## src/common/vtos_pkg.sv

```systemverilog
// Constants and types for the video timing option settings block
package vtos_pkg;
  // Timing
  localparam int unsigned CLK_HZ = 100000000;
  localparam int unsigned HOLD_TIME_MS = 1000;
  localparam int unsigned DEBOUNCE_TIME_MS = 10;
  localparam int unsigned HOLD_CYCLES = (CLK_HZ / 1000) * HOLD_TIME_MS;
  localparam int unsigned DEBOUNCE_CYCLES = (CLK_HZ / 1000) * DEBOUNCE_TIME_MS;
  // Selector positions
  localparam logic [3:0] POS_BANK = 4'h0;
  localparam logic [3:0] POS_B_SETUP = 4'h1;
  localparam logic [3:0] POS_B_VIBLANK = 4'h3;
  localparam logic [3:0] POS_B_VIEND = 4'h4;
  localparam logic [3:0] POS_B_BELOW = 4'h5;
  localparam logic [3:0] POS_B_VBIT = 4'h6;
  localparam logic [3:0] POS_C_TMODE = 4'h1;
  localparam logic [3:0] POS_C_INMODE = 4'h7;
  localparam logic [3:0] POS_C_FRZ = 4'h8;
  localparam logic [3:0] POS_C_FORCE = 4'h9;
  localparam logic [3:0] POS_C_LOSS = 4'hA;
  localparam logic [3:0] POS_C_HOTSW = 4'hB;
  localparam logic [3:0] POS_C_BLACK = 4'hC;
  localparam logic [3:0] POS_C_MONO = 4'hD;
  // Timing mode codes
  localparam logic [1:0] TM_FRAME_SYNC = 2'h0;
  localparam logic [1:0] TM_FRAME_DELAY = 2'h1;
  localparam logic [1:0] TM_LINE_SYNC = 2'h2;
  localparam logic [1:0] TM_LINE_DELAY = 2'h3;
  // Freeze scope, input loss and hotswitch codes
  localparam logic [1:0] FRZ_FIELD1 = 2'h0;
  localparam logic [1:0] FRZ_FIELD2 = 2'h1;
  localparam logic [1:0] FRZ_FRAME = 2'h2;
  localparam logic [1:0] LOSS_BLACK = 2'h0;
  localparam logic [1:0] LOSS_NO_OUTPUT = 2'h1;
  localparam logic [1:0] LOSS_FREEZE = 2'h2;
  localparam logic [1:0] HSW_OFF = 2'h0;
  localparam logic [1:0] HSW_BLACK = 2'h1;
  localparam logic [1:0] HSW_FREEZE = 2'h2;
  // Vertical interval last line
  localparam logic [5:0] VERTICAL_INTERVAL_LAST_LINE_RESET = 6'h14;
  localparam logic [5:0] VERTICAL_INTERVAL_LAST_LINE_MIN = 6'h0A;
  localparam logic [5:0] VERTICAL_INTERVAL_LAST_LINE_MAX = 6'h3F;
  // Memory-backed image layout
  localparam int IMG_W = 19;
  localparam int F_SETUP = 0;
  localparam int F_VIBLANK = 1;
  localparam int F_VIEND = 2;
  localparam int F_BELOW = 8;
  localparam int F_VBIT = 9;
  localparam int F_TMODE = 10;
  localparam int F_INMODE = 12;
  localparam int F_FRZ = 13;
  localparam int F_LOSS = 15;
  localparam int F_HOTSW = 17;
  // Register word indices
  localparam logic [1:0] REG_SETTINGS = 2'h0;
  localparam logic [1:0] REG_STATUS = 2'h1;
  // Bank selection, one-hot
  typedef enum logic [2:0] {
    VTOS_BANK_A = 3'b001,
    VTOS_BANK_B = 3'b010,
    VTOS_BANK_C = 3'b100
  } vtos_bank_t;
endpackage

```

## src/hw/vtos_top.sv

```systemverilog
// Option settings controller for the timing and video option banks
//
// The Avalon-MM slave port and the placing of the registers were left to the implementer.
`timescale 1ns/1ps

module vtos_top
  import vtos_pkg::*;
#(
  parameter int unsigned HOLD_CNT = vtos_pkg::HOLD_CYCLES,
  parameter int unsigned DEBOUNCE_CNT = vtos_pkg::DEBOUNCE_CYCLES
)
(
  // Clock, reset, enable
  input wire logic clk_i,
  input wire logic rst_i,
  input wire logic ce_i,
  // Operator switches (asynchronous pins)
  input wire logic [3:0] function_selector_i,
  input wire logic value_toggle_up_i,
  input wire logic value_toggle_down_i,
  // Card straps and video status
  input wire logic pal625_i,
  input wire logic frame_sync_variant_i,
  input wire logic input_present_i,
  // Non-volatile store, same clock
  input wire logic nvm_load_i,
  input wire logic [vtos_pkg::IMG_W-1:0] nvm_rdata_i,
  output logic nvm_save_o,
  output logic [vtos_pkg::IMG_W-1:0] nvm_wdata_o,
  // Avalon-MM slave
  input wire logic [1:0] avs_address_i,
  input wire logic avs_read_i,
  input wire logic avs_write_i,
  input wire logic [31:0] avs_writedata_i,
  output logic [31:0] avs_readdata_o,
  output logic avs_waitrequest_o,
  // Settings to the video pipeline
  output logic [vtos_pkg::IMG_W-1:0] settings_o,
  output logic freeze_active_o,
  output logic output_black_o,
  output logic output_mute_o,
  output logic force_mono_o,
  output logic [2:0] bank_o
);
  import vtos_pkg::*;

  // ------------------------------------------------------------
  // Helpers
  // ------------------------------------------------------------
  // Saturating step over codes 0..2, up increments
  function automatic logic [1:0] step3(input logic [1:0] v, input logic up);
    if (up)
      step3 = (v == 2'h2) ? v : 2'(v + 2'h1);
    else
      step3 = (v == 2'h0) ? v : 2'(v - 2'h1);
  endfunction

  // ------------------------------------------------------------
  // Pin synchronisers
  // ------------------------------------------------------------
  logic [5:0] sync1_q; // First stage, read only by second
  logic [5:0] sync2_q; // Stable synchronised pins
  // Two flops per pin before any logic looks at it
  always_ff @(posedge clk_i)
  begin
    if (rst_i)
    begin
      sync1_q <= 6'h00;
      sync2_q <= 6'h00;
    end
    else if (ce_i)
    begin
      sync1_q <= {function_selector_i, value_toggle_down_i, value_toggle_up_i};
      sync2_q <= sync1_q;
    end
  end

  wire [3:0] fsel = sync2_q[5:2]; // Selector position
  wire [1:0] raw_tog = sync2_q[1:0]; // {down, up}

  // ------------------------------------------------------------
  // Toggle debounce and hold detection
  // ------------------------------------------------------------
  logic [1:0] tog_q; // Debounced toggle state
  logic [1:0] cand_q; // Candidate awaiting stability
  logic [31:0] deb_q; // Stability counter
  logic [31:0] hold_q; // Hold duration counter
  logic press_q; // One-cycle press event
  logic held_q; // One-cycle hold event
  logic dir_up_q; // Direction of last event

  // Contact bounce is ignored; both directions at once raises no press event
  wire tog_valid = (cand_q == 2'b01) || (cand_q == 2'b10);
  wire deb_done = (deb_q >= DEBOUNCE_CNT - 1);
  wire hold_done = (hold_q == HOLD_CNT - 1);

  always_ff @(posedge clk_i)
  begin
    if (rst_i)
    begin
      tog_q <= 2'b00;
      cand_q <= 2'b00;
      deb_q <= 32'h0;
      hold_q <= 32'h0;
      press_q <= 1'b0;
      held_q <= 1'b0;
      dir_up_q <= 1'b0;
    end
    else if (ce_i)
    begin
      press_q <= 1'b0;
      held_q <= 1'b0;
      // Restart the stability timer on any change
      if (raw_tog != cand_q)
      begin
        cand_q <= raw_tog;
        deb_q <= 32'h0;
      end
      else if (!deb_done)
        deb_q <= deb_q + 32'h1;
      else if (tog_q != cand_q)
      begin
        tog_q <= cand_q;
        hold_q <= 32'h0;
        // Only a fresh press from rest raises an event
        if (tog_valid && (tog_q == 2'b00))
        begin
          press_q <= 1'b1;
          dir_up_q <= cand_q[0];
        end
      end
      else if ((tog_q != 2'b00) && !hold_done)
      begin
        hold_q <= hold_q + 32'h1;
        if (hold_q == HOLD_CNT - 2)
          held_q <= 1'b1;
      end
    end
  end

  // ------------------------------------------------------------
  // Settings state
  // ------------------------------------------------------------
  vtos_bank_t bank_q; // Active bank
  logic setup_q; // Black setup on
  logic viblank_q; // Blank vertical interval
  logic [5:0] viend_q; // Vertical interval last line
  logic below_q; // Below-black pass (1) or clip (0)
  logic vbit_q; // Bit lock on line 20 (1) or 10 (0)
  logic [1:0] tmode_q; // Timing mode
  logic inmode_q; // Tape-machine input handling
  logic [1:0] frz_q; // Freeze scope
  logic [1:0] loss_q; // Input loss response
  logic [1:0] hotsw_q; // Hotswitch response
  logic force_frz_q; // Forced freeze, volatile
  logic force_blk_q; // Forced black, volatile
  logic force_mono_q; // Forced mono, volatile
  logic variant_q; // Captured variant strap
  logic dirty_q; // Stored image changed
  logic first_q; // First enabled edge after reset, straps not yet caught

  // Addressed position decode
  wire at_bank = press_q && (fsel == POS_BANK);
  wire in_b = press_q && (fsel != POS_BANK) && (bank_q == VTOS_BANK_B);
  wire in_c = press_q && (fsel != POS_BANK) && (bank_q == VTOS_BANK_C);
  wire held_c = held_q && (bank_q == VTOS_BANK_C);
  wire up = dir_up_q;

  wire [1:0] tm_up = (tmode_q == TM_LINE_DELAY) ? (variant_q ? TM_FRAME_SYNC : TM_LINE_SYNC) :
                     2'(tmode_q + 2'h1);
  wire [1:0] tm_dn = (tmode_q == TM_FRAME_SYNC) ? TM_LINE_DELAY :
                     (!variant_q && tmode_q == TM_LINE_SYNC) ? TM_LINE_DELAY : 2'(tmode_q - 2'h1);
  wire [1:0] tm_def = frame_sync_variant_i ? TM_FRAME_SYNC : TM_LINE_SYNC;

  // Current stored image
  wire [IMG_W-1:0] image = {hotsw_q, loss_q, frz_q, inmode_q, tmode_q, vbit_q, below_q, viend_q,
                            viblank_q, setup_q};

  // Register bus write strobe
  logic wait_q;
  wire avs_req = avs_read_i || avs_write_i;
  wire avs_done = avs_req && !wait_q;
  wire sw_wr = avs_done && avs_write_i && (avs_address_i == REG_SETTINGS);
  wire [IMG_W-1:0] wimg = avs_writedata_i[IMG_W-1:0];

  // Restored image with out-of-range codes kept legal
  wire [IMG_W-1:0] limg = sw_wr ? wimg : nvm_rdata_i;
  wire load_img = nvm_load_i || sw_wr;
  wire [1:0] ld_tm = limg[F_TMODE+1:F_TMODE];
  wire ld_tm_ok = variant_q || ld_tm[1];

  always_ff @(posedge clk_i)
  begin
    if (rst_i)
    begin
      bank_q <= VTOS_BANK_A;
      setup_q <= 1'b0;
      viblank_q <= 1'b0;
      viend_q <= VERTICAL_INTERVAL_LAST_LINE_RESET;
      below_q <= 1'b1;
      vbit_q <= 1'b1;
      tmode_q <= TM_LINE_SYNC;
      inmode_q <= 1'b0;
      frz_q <= FRZ_FIELD1;
      loss_q <= LOSS_BLACK;
      hotsw_q <= HSW_OFF;
      force_frz_q <= 1'b0;
      force_blk_q <= 1'b0;
      force_mono_q <= 1'b0;
      variant_q <= 1'b0;
      // No save on power-up, so the stored image survives until it is restored
      dirty_q <= 1'b0;
      first_q <= 1'b1;
    end
    else if (ce_i)
    begin
      // First cycle after release: straps captured, defaults per standard
      first_q <= 1'b0;
      if (first_q)
      begin
        variant_q <= frame_sync_variant_i;
        setup_q <= pal625_i;
        tmode_q <= tm_def;
      end
      dirty_q <= 1'b0;
      if (load_img)
      begin
        setup_q <= limg[F_SETUP];
        viblank_q <= limg[F_VIBLANK];
        viend_q <= (limg[F_VIEND+5:F_VIEND] < VERTICAL_INTERVAL_LAST_LINE_MIN) ? VERTICAL_INTERVAL_LAST_LINE_MIN : limg[F_VIEND+5:F_VIEND];
        below_q <= limg[F_BELOW];
        vbit_q <= limg[F_VBIT];
        tmode_q <= ld_tm_ok ? ld_tm : TM_LINE_SYNC;
        inmode_q <= limg[F_INMODE];
        frz_q <= (limg[F_FRZ+1:F_FRZ] == 2'h3) ? FRZ_FIELD1 : limg[F_FRZ+1:F_FRZ];
        loss_q <= (limg[F_LOSS+1:F_LOSS] == 2'h3) ? LOSS_BLACK : limg[F_LOSS+1:F_LOSS];
        hotsw_q <= (limg[F_HOTSW+1:F_HOTSW] == 2'h3) ? HSW_OFF : limg[F_HOTSW+1:F_HOTSW];
        dirty_q <= sw_wr;
      end
      else if (at_bank)
      begin
        case (bank_q)
          VTOS_BANK_A: bank_q <= up ? VTOS_BANK_A : VTOS_BANK_B;
          VTOS_BANK_B: bank_q <= up ? VTOS_BANK_A : VTOS_BANK_C;
          VTOS_BANK_C: bank_q <= up ? VTOS_BANK_B : VTOS_BANK_C;
          default: bank_q <= VTOS_BANK_A;
        endcase
      end
      else if (in_b)
      begin
        dirty_q <= 1'b1;
        case (fsel)
          POS_B_SETUP: setup_q <= up;
          POS_B_VIBLANK: viblank_q <= up;
          POS_B_VIEND:
            if (up && viend_q != VERTICAL_INTERVAL_LAST_LINE_MAX)
              viend_q <= viend_q + 6'h01;
            else if (!up && viend_q != VERTICAL_INTERVAL_LAST_LINE_MIN)
              viend_q <= viend_q - 6'h01;
          POS_B_BELOW: below_q <= up;
          POS_B_VBIT: vbit_q <= up;
          default: dirty_q <= 1'b0;
        endcase
      end
      else if (in_c)
      begin
        dirty_q <= 1'b1;
        case (fsel)
          POS_C_TMODE: tmode_q <= up ? tm_up : tm_dn;
          POS_C_INMODE: inmode_q <= up;
          POS_C_FRZ: frz_q <= step3(frz_q, up);
          POS_C_FORCE:
          begin
            force_frz_q <= up;
            dirty_q <= 1'b0;
          end
          POS_C_LOSS: loss_q <= step3(loss_q, up);
          // Hotswitch steps up toward freeze
          POS_C_HOTSW: hotsw_q <= step3(hotsw_q, up);
          // Turning off needs no hold
          POS_C_BLACK:
          begin
            if (!up)
              force_blk_q <= 1'b0;
            dirty_q <= 1'b0;
          end
          POS_C_MONO:
          begin
            if (!up)
              force_mono_q <= 1'b0;
            dirty_q <= 1'b0;
          end
          default: dirty_q <= 1'b0;
        endcase
      end
      else if (held_c && up && fsel == POS_C_BLACK)
        force_blk_q <= 1'b1;
      else if (held_c && up && fsel == POS_C_MONO)
        force_mono_q <= 1'b1;
    end
  end

  // ------------------------------------------------------------
  // Outputs to the pipeline and the store
  // ------------------------------------------------------------
  logic lost_q; // Input absence, synchronised
  logic lost1_q; // First stage, read only by lost_q
  wire lost_frz = lost_q && (loss_q == LOSS_FREEZE);
  // Outputs registered so the pipeline sees glitch-free levels
  always_ff @(posedge clk_i)
  begin
    if (rst_i)
    begin
      lost1_q <= 1'b0;
      lost_q <= 1'b0;
      nvm_save_o <= 1'b0;
      nvm_wdata_o <= '0;
      settings_o <= '0;
      freeze_active_o <= 1'b0;
      output_black_o <= 1'b0;
      output_mute_o <= 1'b0;
      force_mono_o <= 1'b0;
      bank_o <= VTOS_BANK_A;
    end
    else if (ce_i)
    begin
      lost1_q <= !input_present_i;
      lost_q <= lost1_q;
      // Save pulse follows any panel or bus change of a stored setting; restores and strap defaults do not save
      nvm_save_o <= dirty_q;
      nvm_wdata_o <= image;
      settings_o <= image;
      freeze_active_o <= force_frz_q || lost_frz;
      output_black_o <= force_blk_q || (lost_q && loss_q == LOSS_BLACK);
      output_mute_o <= lost_q && (loss_q == LOSS_NO_OUTPUT);
      force_mono_o <= force_mono_q;
      bank_o <= bank_q;
    end
  end

  // ------------------------------------------------------------
  // Avalon-MM slave: one wait state on every access
  // ------------------------------------------------------------
  wire [31:0] status_word = {25'h0, variant_q, lost_q, force_mono_q, force_blk_q, force_frz_q, tog_q[1], tog_q[0]};
  wire [31:0] rd_mux = (avs_address_i == REG_SETTINGS) ? {13'h0, image} :
                       (avs_address_i == REG_STATUS) ? status_word : 32'h0;
  // Read data captured in the wait cycle, stands when waitrequest drops
  always_ff @(posedge clk_i)
  begin
    if (rst_i)
    begin
      wait_q <= 1'b1;
      avs_waitrequest_o <= 1'b1;
      avs_readdata_o <= 32'h0;
    end
    else if (ce_i)
    begin
      wait_q <= !(avs_req && wait_q);
      avs_waitrequest_o <= !(avs_req && wait_q);
      if (avs_req && wait_q)
        avs_readdata_o <= rd_mux;
    end
  end

endmodule

```

## config.mk

```make
export PLATFORM = sky130hd
export DESIGN_NAME = vtos_top
export DESIGN_NICKNAME = d
export VERILOG_FILES = /design/src/common/vtos_pkg.sv /design/src/hw/vtos_top.sv
export SDC_FILE = /design/constraint.sdc
export NUM_CORES = 1
export LEC_CHECK = 0
export BUFFER_PORTS_ARGS = -buffer_cell sky130_fd_sc_hd__buf_2
export CORE_ASPECT_RATIO = 1.1
export CORE_MARGIN = 2
export CORE_UTILIZATION = 55
export CTS_CLUSTER_SIZE = 28
export DETAILED_ROUTE_END_ITERATION = 10
export HOLD_SLACK_MARGIN = 0.02
export PLACE_DENSITY = 0.86
export SLEW_MARGIN = 30
export SYNTH_ARGS = -nofsm -noshare
export SYNTH_HDL_FRONTEND = slang
export SYNTH_SLANG_ARGS = --single-unit
export TNS_END_PERCENT = 100
```

## constraint.sdc

```tcl
create_clock -name clk_i -period 5.6 [get_ports clk_i]
set_input_delay 0.56 -clock clk_i [delete_from_list [all_inputs] [get_ports clk_i]]
set_output_delay 0.56 -clock clk_i [all_outputs]
set_load 0.1 [all_outputs]
```

==> results of run 1 <==
cell families after synthesis:
kind of cell	synth area share [%]
flip-flops	39.4
adder cells (fa/ha/maj)	2.40
AND/OR/NAND/NOR	25.4
other	0.0461
buffers and inverters	6.89
AO/OA/AOI/OAI	13.4
multiplexers	7.29
XOR/XNOR	5.17
cell usage after synthesis (14+ instances only):
cell and number:
dfxtp_1 160, nor2_1 132, nand2_1 72, a21oi_1 64
mux2i_1 57, nand3_1 44, clkbuf_1 40, xor2_1 39
buf_4 33, o21ai_0 32, and3_1 25, nor3_1 23
nand4_1 21, inv_1 18, and2_1 17, ha_1 14
power groups by stage:
stage / Combinational, uW / Sequential, uW / Clock [uW]
6_report: 364 / 1200 / 1240
4_1_cts: 363 / 1200 / 1250
5_1_grt: 387 / 1200 / 1300
3_5_place_dp: 361 / 1230 / 0
2_1_floorplan: 242 / 1280 / 0
3_3_place_gp: 356 / 1220 / 0
placed cells by master (no fill, tap or decap), types with 4 or more instances in the layout:
| cell | count |
|---|---|
| dfxtp_1 | 160 |
| nor4_1 | 7 |
| a211oi_1 | 11 |
| clkbuf_16 | 17 |
| nor3_1 | 23 |
| mux2i_1 | 57 |
| inv_1 | 18 |
| nand2_1 | 72 |
| xor2_1 | 39 |
| nand4_1 | 21 |
| inv_6 | 4 |
| o31ai_1 | 4 |
| a21oi_1 | 64 |
| o211ai_1 | 9 |
| or3_1 | 11 |
| conb_1 | 13 |
| and3_1 | 25 |
| a21o_1 | 4 |
| and2_1 | 17 |
| a31oi_1 | 4 |
| a22oi_1 | 4 |
| nor2_1 | 132 |
| bufinv_16 | 4 |
| and4_1 | 6 |
| nor3b_1 | 4 |
| buf_4 | 10 |
| xnor2_1 | 9 |
| o21ai_0 | 32 |
| nor2b_1 | 6 |
| or4_1 | 6 |
| o22ai_1 | 5 |
| ha_1 | 14 |
| nand3_1 | 44 |
| buf_2 | 118 |
| nand2b_1 | 4 |
| nand3b_1 | 8 |
critical path, stage by stage (launching register included):
cell and delay [ns]:
dfxtp_1 0.40, and4_4 0.27, a211oi_4 0.07, nor4_4 0.32
o21ba_2 0.64, a21o_1 0.86, or4_1 0.23, nand2_1 0.05
final cells by class:
class / instances / area (um2) / area share, %
clock buffer: 18 / 429 / 4.65
clock inverter: 14 / 203 / 2.20
inverter: 19 / 71.3 / 0.773
multi-input combinational: 705 / 4420 / 47.9
sequential: 160 / 3200 / 34.7
tap: 192 / 240 / 2.60
timing repair buffer: 128 / 666 / 7.21
registers in the layout (all words and copies together), names as in the netlist, 3 cells and up:
register and cells:
avs_readdata_o 19, bank_o 3, bank_q 3, deb_q 32, hold_q 32, settings_o 19, sync1_q 6, sync2_q 6
viend_q 6
layer usage:
metal  global-route usage [%]  part of all wire, %  vias up
li1                         -                    -     3489
met3                     4.95                  7.7       40
met2                     40.1                   48      330
met1                     32.9                   43     3363
met4                     8.50                  2.0        0
met5                        0                    0        -
per-stage QoR:
| stage | setup WS (ns) | cell area (um2) | utilization [%] | cells | hold WS (ns) |
|---|---|---|---|---|---|
| after floorplan | 3.29 | 8180 | - | 971 | 0.425 |
| after global placement | 2.60 | 8600 | 59.5 | 1204 | 0.435 |
| after detailed placement | 2.55 | 8600 | 59.5 | 1204 | 0.445 |
| after CTS | 2.68 | 9230 | 63.9 | 1236 | 0.299 |
| after global routing | 2.45 | 9230 | 63.9 | 1236 | 0.306 |
| final | 2.61 | 9230 | 63.9 | 1236 | 0.315 |
final timing paths:
kind                                    end  cells past startpoint
max                 hold_q[21]$_SDFFE_PP0P_                      7
min                    lost1_q$_SDFFE_PP0P_                      2
max reg2reg         hold_q[21]$_SDFFE_PP0P_                      7
min reg2reg  avs_readdata_o[8]$_SDFFE_PP0P_                      2
==> flow_metrics.py, run 1 <==
metrics = {
    "synth": {
        "netlist.area_leader.share_pct": 39.4,
        "synth_cells": 959,
        "dominantRegCellSynth": "dfxtp_1",
        "synth-edff-count": 0,
        "seq_area_frac_synth_pct": 39.4,
        "synth_seq_cells": 160,
        "synth-async-reset-ratio_pct": 0,
        "synthesis.area_per_instance_um2": 8.48,
        "synth-warning-count": 0,
        "synth_cell_type_count": 74,
        "post-synth-top-area-cell": "dfxtp_1",
        "synth_area_mm2": 0.00813,
        "synth_top_cells_by_area": "dfxtp_1, mux2i_1, nor2_1",
    },
    "critical_path": {
        "worstPathMaxFanout": 29,
        "critical_path.startpoint": "deb_q[2]$_SDFFE_PP0P_",
        "crit_path_start_kind": "register",
        "reg2reg_from": "deb_q[2]$_SDFFE_PP0P_",
        "criticalPathCategory": "reg2reg",
        "internal_reg_to_reg_setup_slack_ns": 2.61,
        "endpoint_class_of_the_critical_path": "register",
        "critical_path_required_ns": 5.92,
        "cp_data_arrival_time_ns": 3.31,
    },
    "clock_network": {
        "library_cell_used_as_clock_root_buffer": "clkbuf_16",
        "clkTransAtPathRegs_ns": 0.06,
        "cts.sink_count": 160,
        "worstSkewPairLatency_ns": 0.43,
        "htree_num_levels": 4,
        "cts_buffer_depth": 2,
        "total_of_hold_buffers_inserted_after_clock_tree_synthesis": 0,
        "tritoncts": "yes",
        "postCtsResizedCells": 0,
        "postCtsSetupRepairBufs": 0,
        "cts_buffers": 17,
    },
    "routing": {
        "drt_first_pass_iters": 5,
        "number_of_nets_with_antenna_violations_after_detailed_routing": 0,
        "drt_first_iter_violations": 641,
        "wire_length_after_detailed_routing_mm": 19.8,
        "viasPerCell": 5.84,
        "drc": 0,
        "route.vias.total": 7222,
        "average_routed_wire_per_standard_cell_um": 16.0,
    },
    "finish": {
        "syn2layout_area_growth_pct": 13.4,
        "drive_above_1_share_pct": 17.3,
        "filler_cell_count": 1206,
        "layout.nets": 1114,
        "antenna_diode_instance_count": 0,
    },
    "floorplan": {
        "core_outline_area_mm2": 0.0144,
        "die_area_mm2": 0.0158,
        "pin_count": 147,
        "die_y_um": 132,
        "fp.dieW_um": 120,
        "initial_utilization_pct": 56.3,
        "floorplan.rows": 46,
    },
    "place": {
        "gpl.final_weighted_congestion": 0.919,
        "hpwlAfterDp_mm": 13.3,
        "io_buffer_count": 120,
    },
    "global_routing": {
        "number_of_antenna_violations_at_the_first_check_in_global_routing": 0,
        "wire_length_of_the_first_global_routing_pass_mm": 32.1,
        "vias_in_the_first_global_route": 6475,
        "grt_max_degree": 64,
        "grt.total_usage_pct": 24.8,
        "globalRouteOverflowTotal": 0,
    },
    "power_and_ir_drop": {
        "power.share.combinational_pct": 13.0,
        "intPower_uw": 2010,
        "cellPowerDensity_mw_per_mm2": 305,
        "cellLeakagePower_uw": 0.00394,
        "switching_share_pct": 28.6,
        "relative_contribution_of_sequential_cells_to_total_power_pct": 42.7,
        "report.power.total_uw": 2810,
        "worst_ir_drop_vdd_mv": 0.211,
        "power.switching_uw": 803,
        "clock_power_share_pct": 44.3,
    },
    "run": {
        "cap_viol_max_count": 0,
    },
    "timing": {
        "final_period_minus_worst_setup_slack_ns": 2.99,
        "worst_pin_slew_ns": 0.971,
        "fin_tns_setup_ns": 0,
        "fmaxAchievable_mhz": 335,
        "timing.final.max_slew_violations": 0,
        "final_hold_viol_count": 0,
        "final_min_period_over_clock_period_pct": 53.4,
        "timing.clock.skew_ns": 0.00924,
        "grt_setup_unrepaired": "no",
        "worst_slew_margin_rel_pct": 35.3,
        "setup_viol": 0,
    },
    "min_path": {
        "min_from": "input_present_i",
        "min-delay-path-class": "in2reg",
    },
    "run_status": {
        "status": "complete, no violations",
    },
}
Power figures use the tool's default switching activity.
==> run 2, diff against run 1 <==
==> constraint.sdc (replaced) <==
create_clock -name clk_i -period 2.75 [get_ports clk_i]
set_input_delay 0.275 -clock clk_i [delete_from_list [all_inputs] [get_ports clk_i]]
set_output_delay 0.275 -clock clk_i [all_outputs]
set_load 0.1 [all_outputs]
==> flow_metrics.py, run 2 (synthesis gave the netlist of run 1 again) <==
metrics = {
    "timing": {
        "timing.final.max_slew_violations": 0,
        "final_hold_viol_count": 0,
        "timing.clock.skew_ns": 0.0100,
        "worst_slew_margin_rel_pct": 46.4,
        "setup_viol": 0,
        "fin_tns_setup_ns": 0,
        "fmaxAchievable_mhz": 399,
        "final_period_minus_worst_setup_slack_ns": 2.51,
        "final_min_period_over_clock_period_pct": 91.1,
        "timing.hold.ws_ns": 0.0378,
        "worst_pin_slew_ns": 0.798,
        "grt_setup_unrepaired": "no",
    },
    "routing": {
        "drt_first_iter_violations": 668,
        "average_routed_wire_per_standard_cell_um": 16.5,
        "route.vias.total": 7326,
        "number_of_nets_with_antenna_violations_after_detailed_routing": 0,
        "viasPerCell": 5.85,
        "wire_length_after_detailed_routing_mm": 20.6,
        "drt_first_pass_iters": 6,
        "drc": 0,
    },
    "global_routing": {
        "number_of_antenna_violations_at_the_first_check_in_global_routing": 0,
        "vias_in_the_first_global_route": 6845,
        "grt.total_usage_pct": 25.8,
        "wire_length_of_the_first_global_routing_pass_mm": 33.5,
        "globalRouteOverflowTotal": 0,
        "grt_max_degree": 55,
    },
    "run_status": {
        "status": "complete, no violations",
    },
    "critical_path": {
        "timing.reg2reg.worst_path_depth": 11,
        "critical_path_required_ns": 3.08,
        "worstPathBufferInverterCount": 0,
        "cp_data_arrival_time_ns": 2.84,
        "reg2reg_from": "viend_q[4]$_SDFFE_PP1P_",
        "timing.critical_path.cells": "and4_1 -> nand3_1 -> nand2_1 -> ha_1 -> a21o_1 -> a21oi_1 -> o21bai_1 -> a21oi_1 -> xor2_1 -> o21ai_0 -> a221oi_1",
        "worst_path_max_delay_cell": "dfxtp_1",
        "path_delay_family": "compound AO/OA/AOI/OAI gates",
        "endpoint_class_of_the_critical_path": "register",
        "critical_path.most_common_cell": "a21oi_1",
        "worstPathMaxFanout": 6,
        "internal_reg_to_reg_setup_slack_ns": 0.24,
        "crit_path_start_kind": "register",
        "criticalPathCategory": "reg2reg",
        "worst_path_largest_cell_delay_ns": 0.45,
        "crit-reg2reg-capture": "viend_q[5]$_SDFFE_PP0P_",
    },
    "run": {
        "cap_viol_max_count": 0,
    },
    "floorplan": {
        "core_outline_area_mm2": 0.0144,
        "die_area_mm2": 0.0158,
        "fp.dieW_um": 120,
        "pin_count": 147,
        "floorplan.rows": 46,
        "die_y_um": 132,
        "initial_utilization_pct": 56.3,
    },
    "finish": {
        "filler_cell_count": 1158,
        "layout.cells.most_common_list": "dfxtp_1, nor2_1, buf_2, nand2_1, a21oi_1",
        "layout.nets": 1130,
        "finalNonFillerCells": 1252,
        "drive_above_1_share_pct": 18.5,
        "biggestRegsByFlops": "deb_q (32), hold_q (32)",
        "antenna_diode_instance_count": 0,
        "most_frequent_standard_cell_in_the_layout_excluding_fill_and_tap_cells": "dfxtp_1",
        "syn2layout_area_growth_pct": 15.0,
        "finalInstanceArea_mm2": 0.00936,
    },
    "clock_network": {
        "cts.sink_count": 160,
        "library_cell_used_as_clock_root_buffer": "clkbuf_16",
        "cts_buffer_depth": 2,
        "cts_buffers": 17,
        "tritoncts": "yes",
        "total_of_hold_buffers_inserted_after_clock_tree_synthesis": 0,
        "worstSkewPairLatency_ns": 0.43,
        "postCtsSetupRepairBufs": 0,
        "postCtsResizedCells": 0,
        "clkTransAtPathRegs_ns": 0.07,
        "htree_num_levels": 4,
    },
    "min_path": {
        "hold_depth": 2,
        "min_delay_worst_endpoint": "lost1_q$_SDFFE_PP0P_",
        "min-delay-path-class": "in2reg",
        "min_from": "input_present_i",
    },
    "power_and_ir_drop": {
        "cellLeakagePower_uw": 0.00402,
        "worst_ir_drop_vdd_mv": 0.418,
        "cellPowerDensity_mw_per_mm2": 613,
    },
    "place": {
        "hpwlAfterDp_mm": 14.2,
        "detailed_place.area_mm2": 0.00873,
        "numPlacedInstances": 1220,
        "io_buffer_count": 120,
        "gpl.final_weighted_congestion": 0.939,
    },
}
-- run 2: changes by cell type in the layout (fill, tap and decap cells not counted) --
| cell | previous run | this run |
|---|---|---|
| clkinv_2 | 1 | 2 |
| clkinv_4 | 1 | 2 |
| clkinvlp_4 | 3 | 2 |
| inv_6 | 4 | 1 |
| buf_12 | 0 | 1 |
| buf_4 | 10 | 25 |
| clkbuf_8 | 0 | 1 |
| clkbuf_1 | 1 | 2 |
-- run 2: stage by stage --
step	power [uW]	worst slack, ns	utilization (%)
after floorplan	3110	0.441	-
after global placement	3230	0.349	60.4
after detailed placement	3240	0.311	60.4
after CTS	5740	0.284	64.8
after global routing	5900	0.00224	64.8
final	5730	0.244	64.8
-- run 2: routing by layer --
metal	part of all wire, %	track usage (%)	wire length [um]	up-vias
met1	41	32.4	8480	3440
met2	48	42.9	9960	322
met3	8.4	6.21	1740	34
met4	2.1	9.41	439	0
li1	-	-	-	3530
met5	0	0	0	-
-- run 2: area by class of cell --
class / count / area [um2] / area share (%)
tap: 192 / 240 / 2.57
sequential: 160 / 3200 / 34.2
timing repair buffer: 144 / 798 / 8.53
inverter: 19 / 71.3 / 0.762
clock buffer: 20 / 447 / 4.77
multi-input combinational: 705 / 4420 / 47.2
clock inverter: 12 / 183 / 1.95
-- run 2: worst max-delay path by stage --
stage	start	to	slack, ns	depth (start not counted)
floorplan	wait_q$_SDFFE_PP1P_	hotsw_q[0]$_SDFFE_PP0P_	0.44	7
global placement	viend_q[2]$_SDFFE_PP1P_	viend_q[5]$_SDFFE_PP0P_	0.35	11
detailed placement	viend_q[4]$_SDFFE_PP1P_	viend_q[5]$_SDFFE_PP0P_	0.31	11
CTS	viend_q[4]$_SDFFE_PP1P_	viend_q[5]$_SDFFE_PP0P_	0.28	11
global route	viend_q[4]$_SDFFE_PP1P_	viend_q[5]$_SDFFE_PP0P_	0.002	11
finish	viend_q[4]$_SDFFE_PP1P_	viend_q[5]$_SDFFE_PP0P_	0.24	11
-- run 2: report_power, final --
part	switching (uW)	internal [uW]
registers	66.2	2370
logic	578	189
clock network	977	1550
total	1620	4110
-- run 2: worst register-to-register path, cell delays in order, from the launching register on --
cell	delay, ns
dfxtp_1	0.45
and4_1	0.25
nand3_1	0.09
nand2_1	0.23
ha_1	0.28
a21o_1	0.17
a21oi_1	0.20
o21bai_1	0.09
a21oi_1	0.17
xor2_1	0.14
o21ai_0	0.08
a221oi_1	0.25
==> run 3, diff against run 2 <==
--- a/config.mk
+++ b/config.mk
@@ -5,14 +5,15 @@
 export SDC_FILE = /design/constraint.sdc
 export NUM_CORES = 1
 export LEC_CHECK = 0
-export BUFFER_PORTS_ARGS = -buffer_cell sky130_fd_sc_hd__buf_2
 export CORE_ASPECT_RATIO = 1.1
 export CORE_MARGIN = 2
 export CORE_UTILIZATION = 55
 export CTS_CLUSTER_SIZE = 28
 export DETAILED_ROUTE_END_ITERATION = 10
+export DONT_BUFFER_PORTS = 1
 export HOLD_SLACK_MARGIN = 0.02
-export PLACE_DENSITY = 0.86
+export PLACE_DENSITY = 0.77
+export SETUP_SLACK_MARGIN = 0.5
 export SLEW_MARGIN = 30
 export SYNTH_ARGS = -nofsm -noshare
 export SYNTH_HDL_FRONTEND = slang
==> flow_metrics.py, run 3 (synthesis gave the netlist of run 1 again) <==
metrics = {
    "power_and_ir_drop": {
        "cellPowerDensity_mw_per_mm2": 581,
        "report.power.total_uw": 5350,
        "cellLeakagePower_uw": 0.00369,
        "worst_ir_drop_vdd_mv": 0.524,
    },
    "place": {
        "hpwlAfterDp_mm": 13.3,
        "gpl.final_weighted_congestion": 0.895,
        "io_buffer_count": 0,
        "numPlacedInstances": 1121,
        "detailed_place.area_mm2": 0.00831,
    },
    "global_routing": {
        "grt.total_usage_pct": 25.1,
        "globalRouteOverflowTotal": 0,
        "wire_length_of_the_first_global_routing_pass_mm": 31.8,
        "grt_max_degree": 92,
        "vias_in_the_first_global_route": 6327,
        "number_of_antenna_violations_at_the_first_check_in_global_routing": 0,
    },
    "finish": {
        "finalInstanceArea_mm2": 0.00920,
        "most_frequent_standard_cell_in_the_layout_excluding_fill_and_tap_cells": "dfxtp_1",
        "biggestRegsByFlops": "deb_q (32), hold_q (32)",
        "layout.nets": 1058,
        "antenna_diode_instance_count": 0,
        "share_of_the_core_filled_with_cells_in_the_final_layout_pct": 63.7,
        "syn2layout_area_growth_pct": 13.1,
        "finalNonFillerCells": 1180,
        "layout.cells.most_common_list": "dfxtp_1, nor2_1, nand2_1, a21oi_1, buf_4",
        "drive_above_1_share_pct": 15.2,
    },
    "min_path": {
        "hold_depth": 2,
        "min-delay-path-class": "in2reg",
    },
    "critical_path": {
        "worstPathMaxFanout": 9,
        "crit_path_start_kind": "register",
        "criticalPathCategory": "reg2reg",
        "critPathCapture": "hold_q[15]$_SDFFE_PP0P_",
        "worst_path_largest_cell_delay_ns": 0.63,
        "critical_path.startpoint": "tog_q[1]$_SDFFE_PP0P_",
        "cp_data_arrival_time_ns": 2.60,
        "endpoint_class_of_the_critical_path": "register",
        "reg2reg_from": "tog_q[1]$_SDFFE_PP0P_",
        "critical_path_required_ns": 3.06,
        "timing.reg2reg.worst_path_depth": 8,
        "timing.critical_path.cells": "xnor2_1 -> nand2_1 -> nor3_1 -> a31oi_4 -> buf_4 -> nand4_1 -> xor2_1 -> nor2_1",
        "worst_path_max_delay_cell": "nor3_1",
        "crit-reg2reg-capture": "hold_q[15]$_SDFFE_PP0P_",
        "internal_reg_to_reg_setup_slack_ns": 0.46,
    },
    "routing": {
        "drt_first_pass_iters": 5,
        "viasPerCell": 5.97,
        "drc": 0,
        "drt_first_iter_violations": 544,
        "wire_length_after_detailed_routing_mm": 20.4,
        "average_routed_wire_per_standard_cell_um": 17.3,
        "number_of_nets_with_antenna_violations_after_detailed_routing": 0,
        "route.vias.total": 7048,
    },
    "floorplan": {
        "core_outline_area_mm2": 0.0144,
        "initial_utilization_pct": 56.3,
        "die_y_um": 132,
        "fp.dieW_um": 120,
        "floorplan.rows": 46,
        "die_area_mm2": 0.0158,
        "pin_count": 147,
    },
    "timing": {
        "final_period_minus_worst_setup_slack_ns": 2.29,
        "grt_setup_unrepaired": "yes",
        "timing.clock.skew_ns": 0.00599,
        "final_min_period_over_clock_period_pct": 83.2,
        "fmaxAchievable_mhz": 437,
        "fin_tns_setup_ns": 0,
        "timing.final.max_slew_violations": 0,
        "worst_slew_margin_rel_pct": 31.7,
        "setup_viol": 0,
        "worst_pin_slew_ns": 1.02,
        "final_hold_viol_count": 0,
    },
    "clock_network": {
        "htree_num_levels": 4,
        "cts_buffer_depth": 2,
        "cts_buffers": 17,
        "worstSkewPairLatency_ns": 0.43,
        "clkTransAtPathRegs_ns": 0.06,
        "cts.sink_count": 160,
        "tritoncts": "yes",
        "library_cell_used_as_clock_root_buffer": "clkbuf_16",
    },
    "run": {
        "cap_viol_max_count": 0,
    },
    "run_status": {
        "status": "complete, no violations",
    },
}
-- run 3: stage by stage --
stage / hold slack (ns) / worst slack (ns)
floorplan: 0.374 / 0.548
finish: 0.0406 / 0.462
detailed placement: 0.359 / 0.310
CTS: 0.0232 / 0.435
global route: 0.0256 / 0.400
global placement: 0.357 / 0.382
-- run 3: cell type report --
cell class,instances,area [um2]
clock buffers,24,462
clock inverters,8,81.3
fillers,1181,5250
inverters,19,71.3
multi-input cells,707,4520
flip-flops and latches,160,3240
well taps,192,240
repair buffers,70,581
-- run 3: per-layer routing --
layer	track usage, %	up-vias	wire length, um
li1	-	3372	-
met2	39.3	332	9710
met4	12.9	0	805
met5	0	-	0
met3	5.47	57	1620
met1	32.3	3287	8290
-- run 3: repair_timing --
action                     in CTS  in global routing
setup endpoints to repair      12                 43
pin swaps                       2                 16
hold endpoints to repair       92                  0
gates cloned                    1                  1
hold buffers                   10                  0
buffers inserted                1                 14
resized for setup               8                 16
-- run 3: how the worst min path moves through the flow --
stage	from	endpoint
5_1_grt	ce_i	sync2_q[5]$_SDFFE_PP0P_
3_3_place_gp	rst_i	avs_readdata_o[2]$_SDFFE_PP0P_
3_5_place_dp	rst_i	avs_readdata_o[2]$_SDFFE_PP0P_
2_1_floorplan	input_present_i	lost1_q$_SDFFE_PP0P_
4_1_cts	ce_i	cand_q[0]$_SDFFE_PP0P_
6_report	nvm_load_i	dirty_q$_SDFFE_PP0P_
-- run 3: worst max-delay path, delay by kind of cell (launching register included) --
family          cells  cell delay [ns]
compound gates      1             0.18
flops               1             0.46
simple gates        4             0.98
xor+xnor            2             0.33
buf+inv             1             0.22
-- run 3: report_power, final --
group	internal [uW]	switching [uW]
Combinational	171	387
Sequential	2370	208
Clock	1270	933
Total	3820	1530
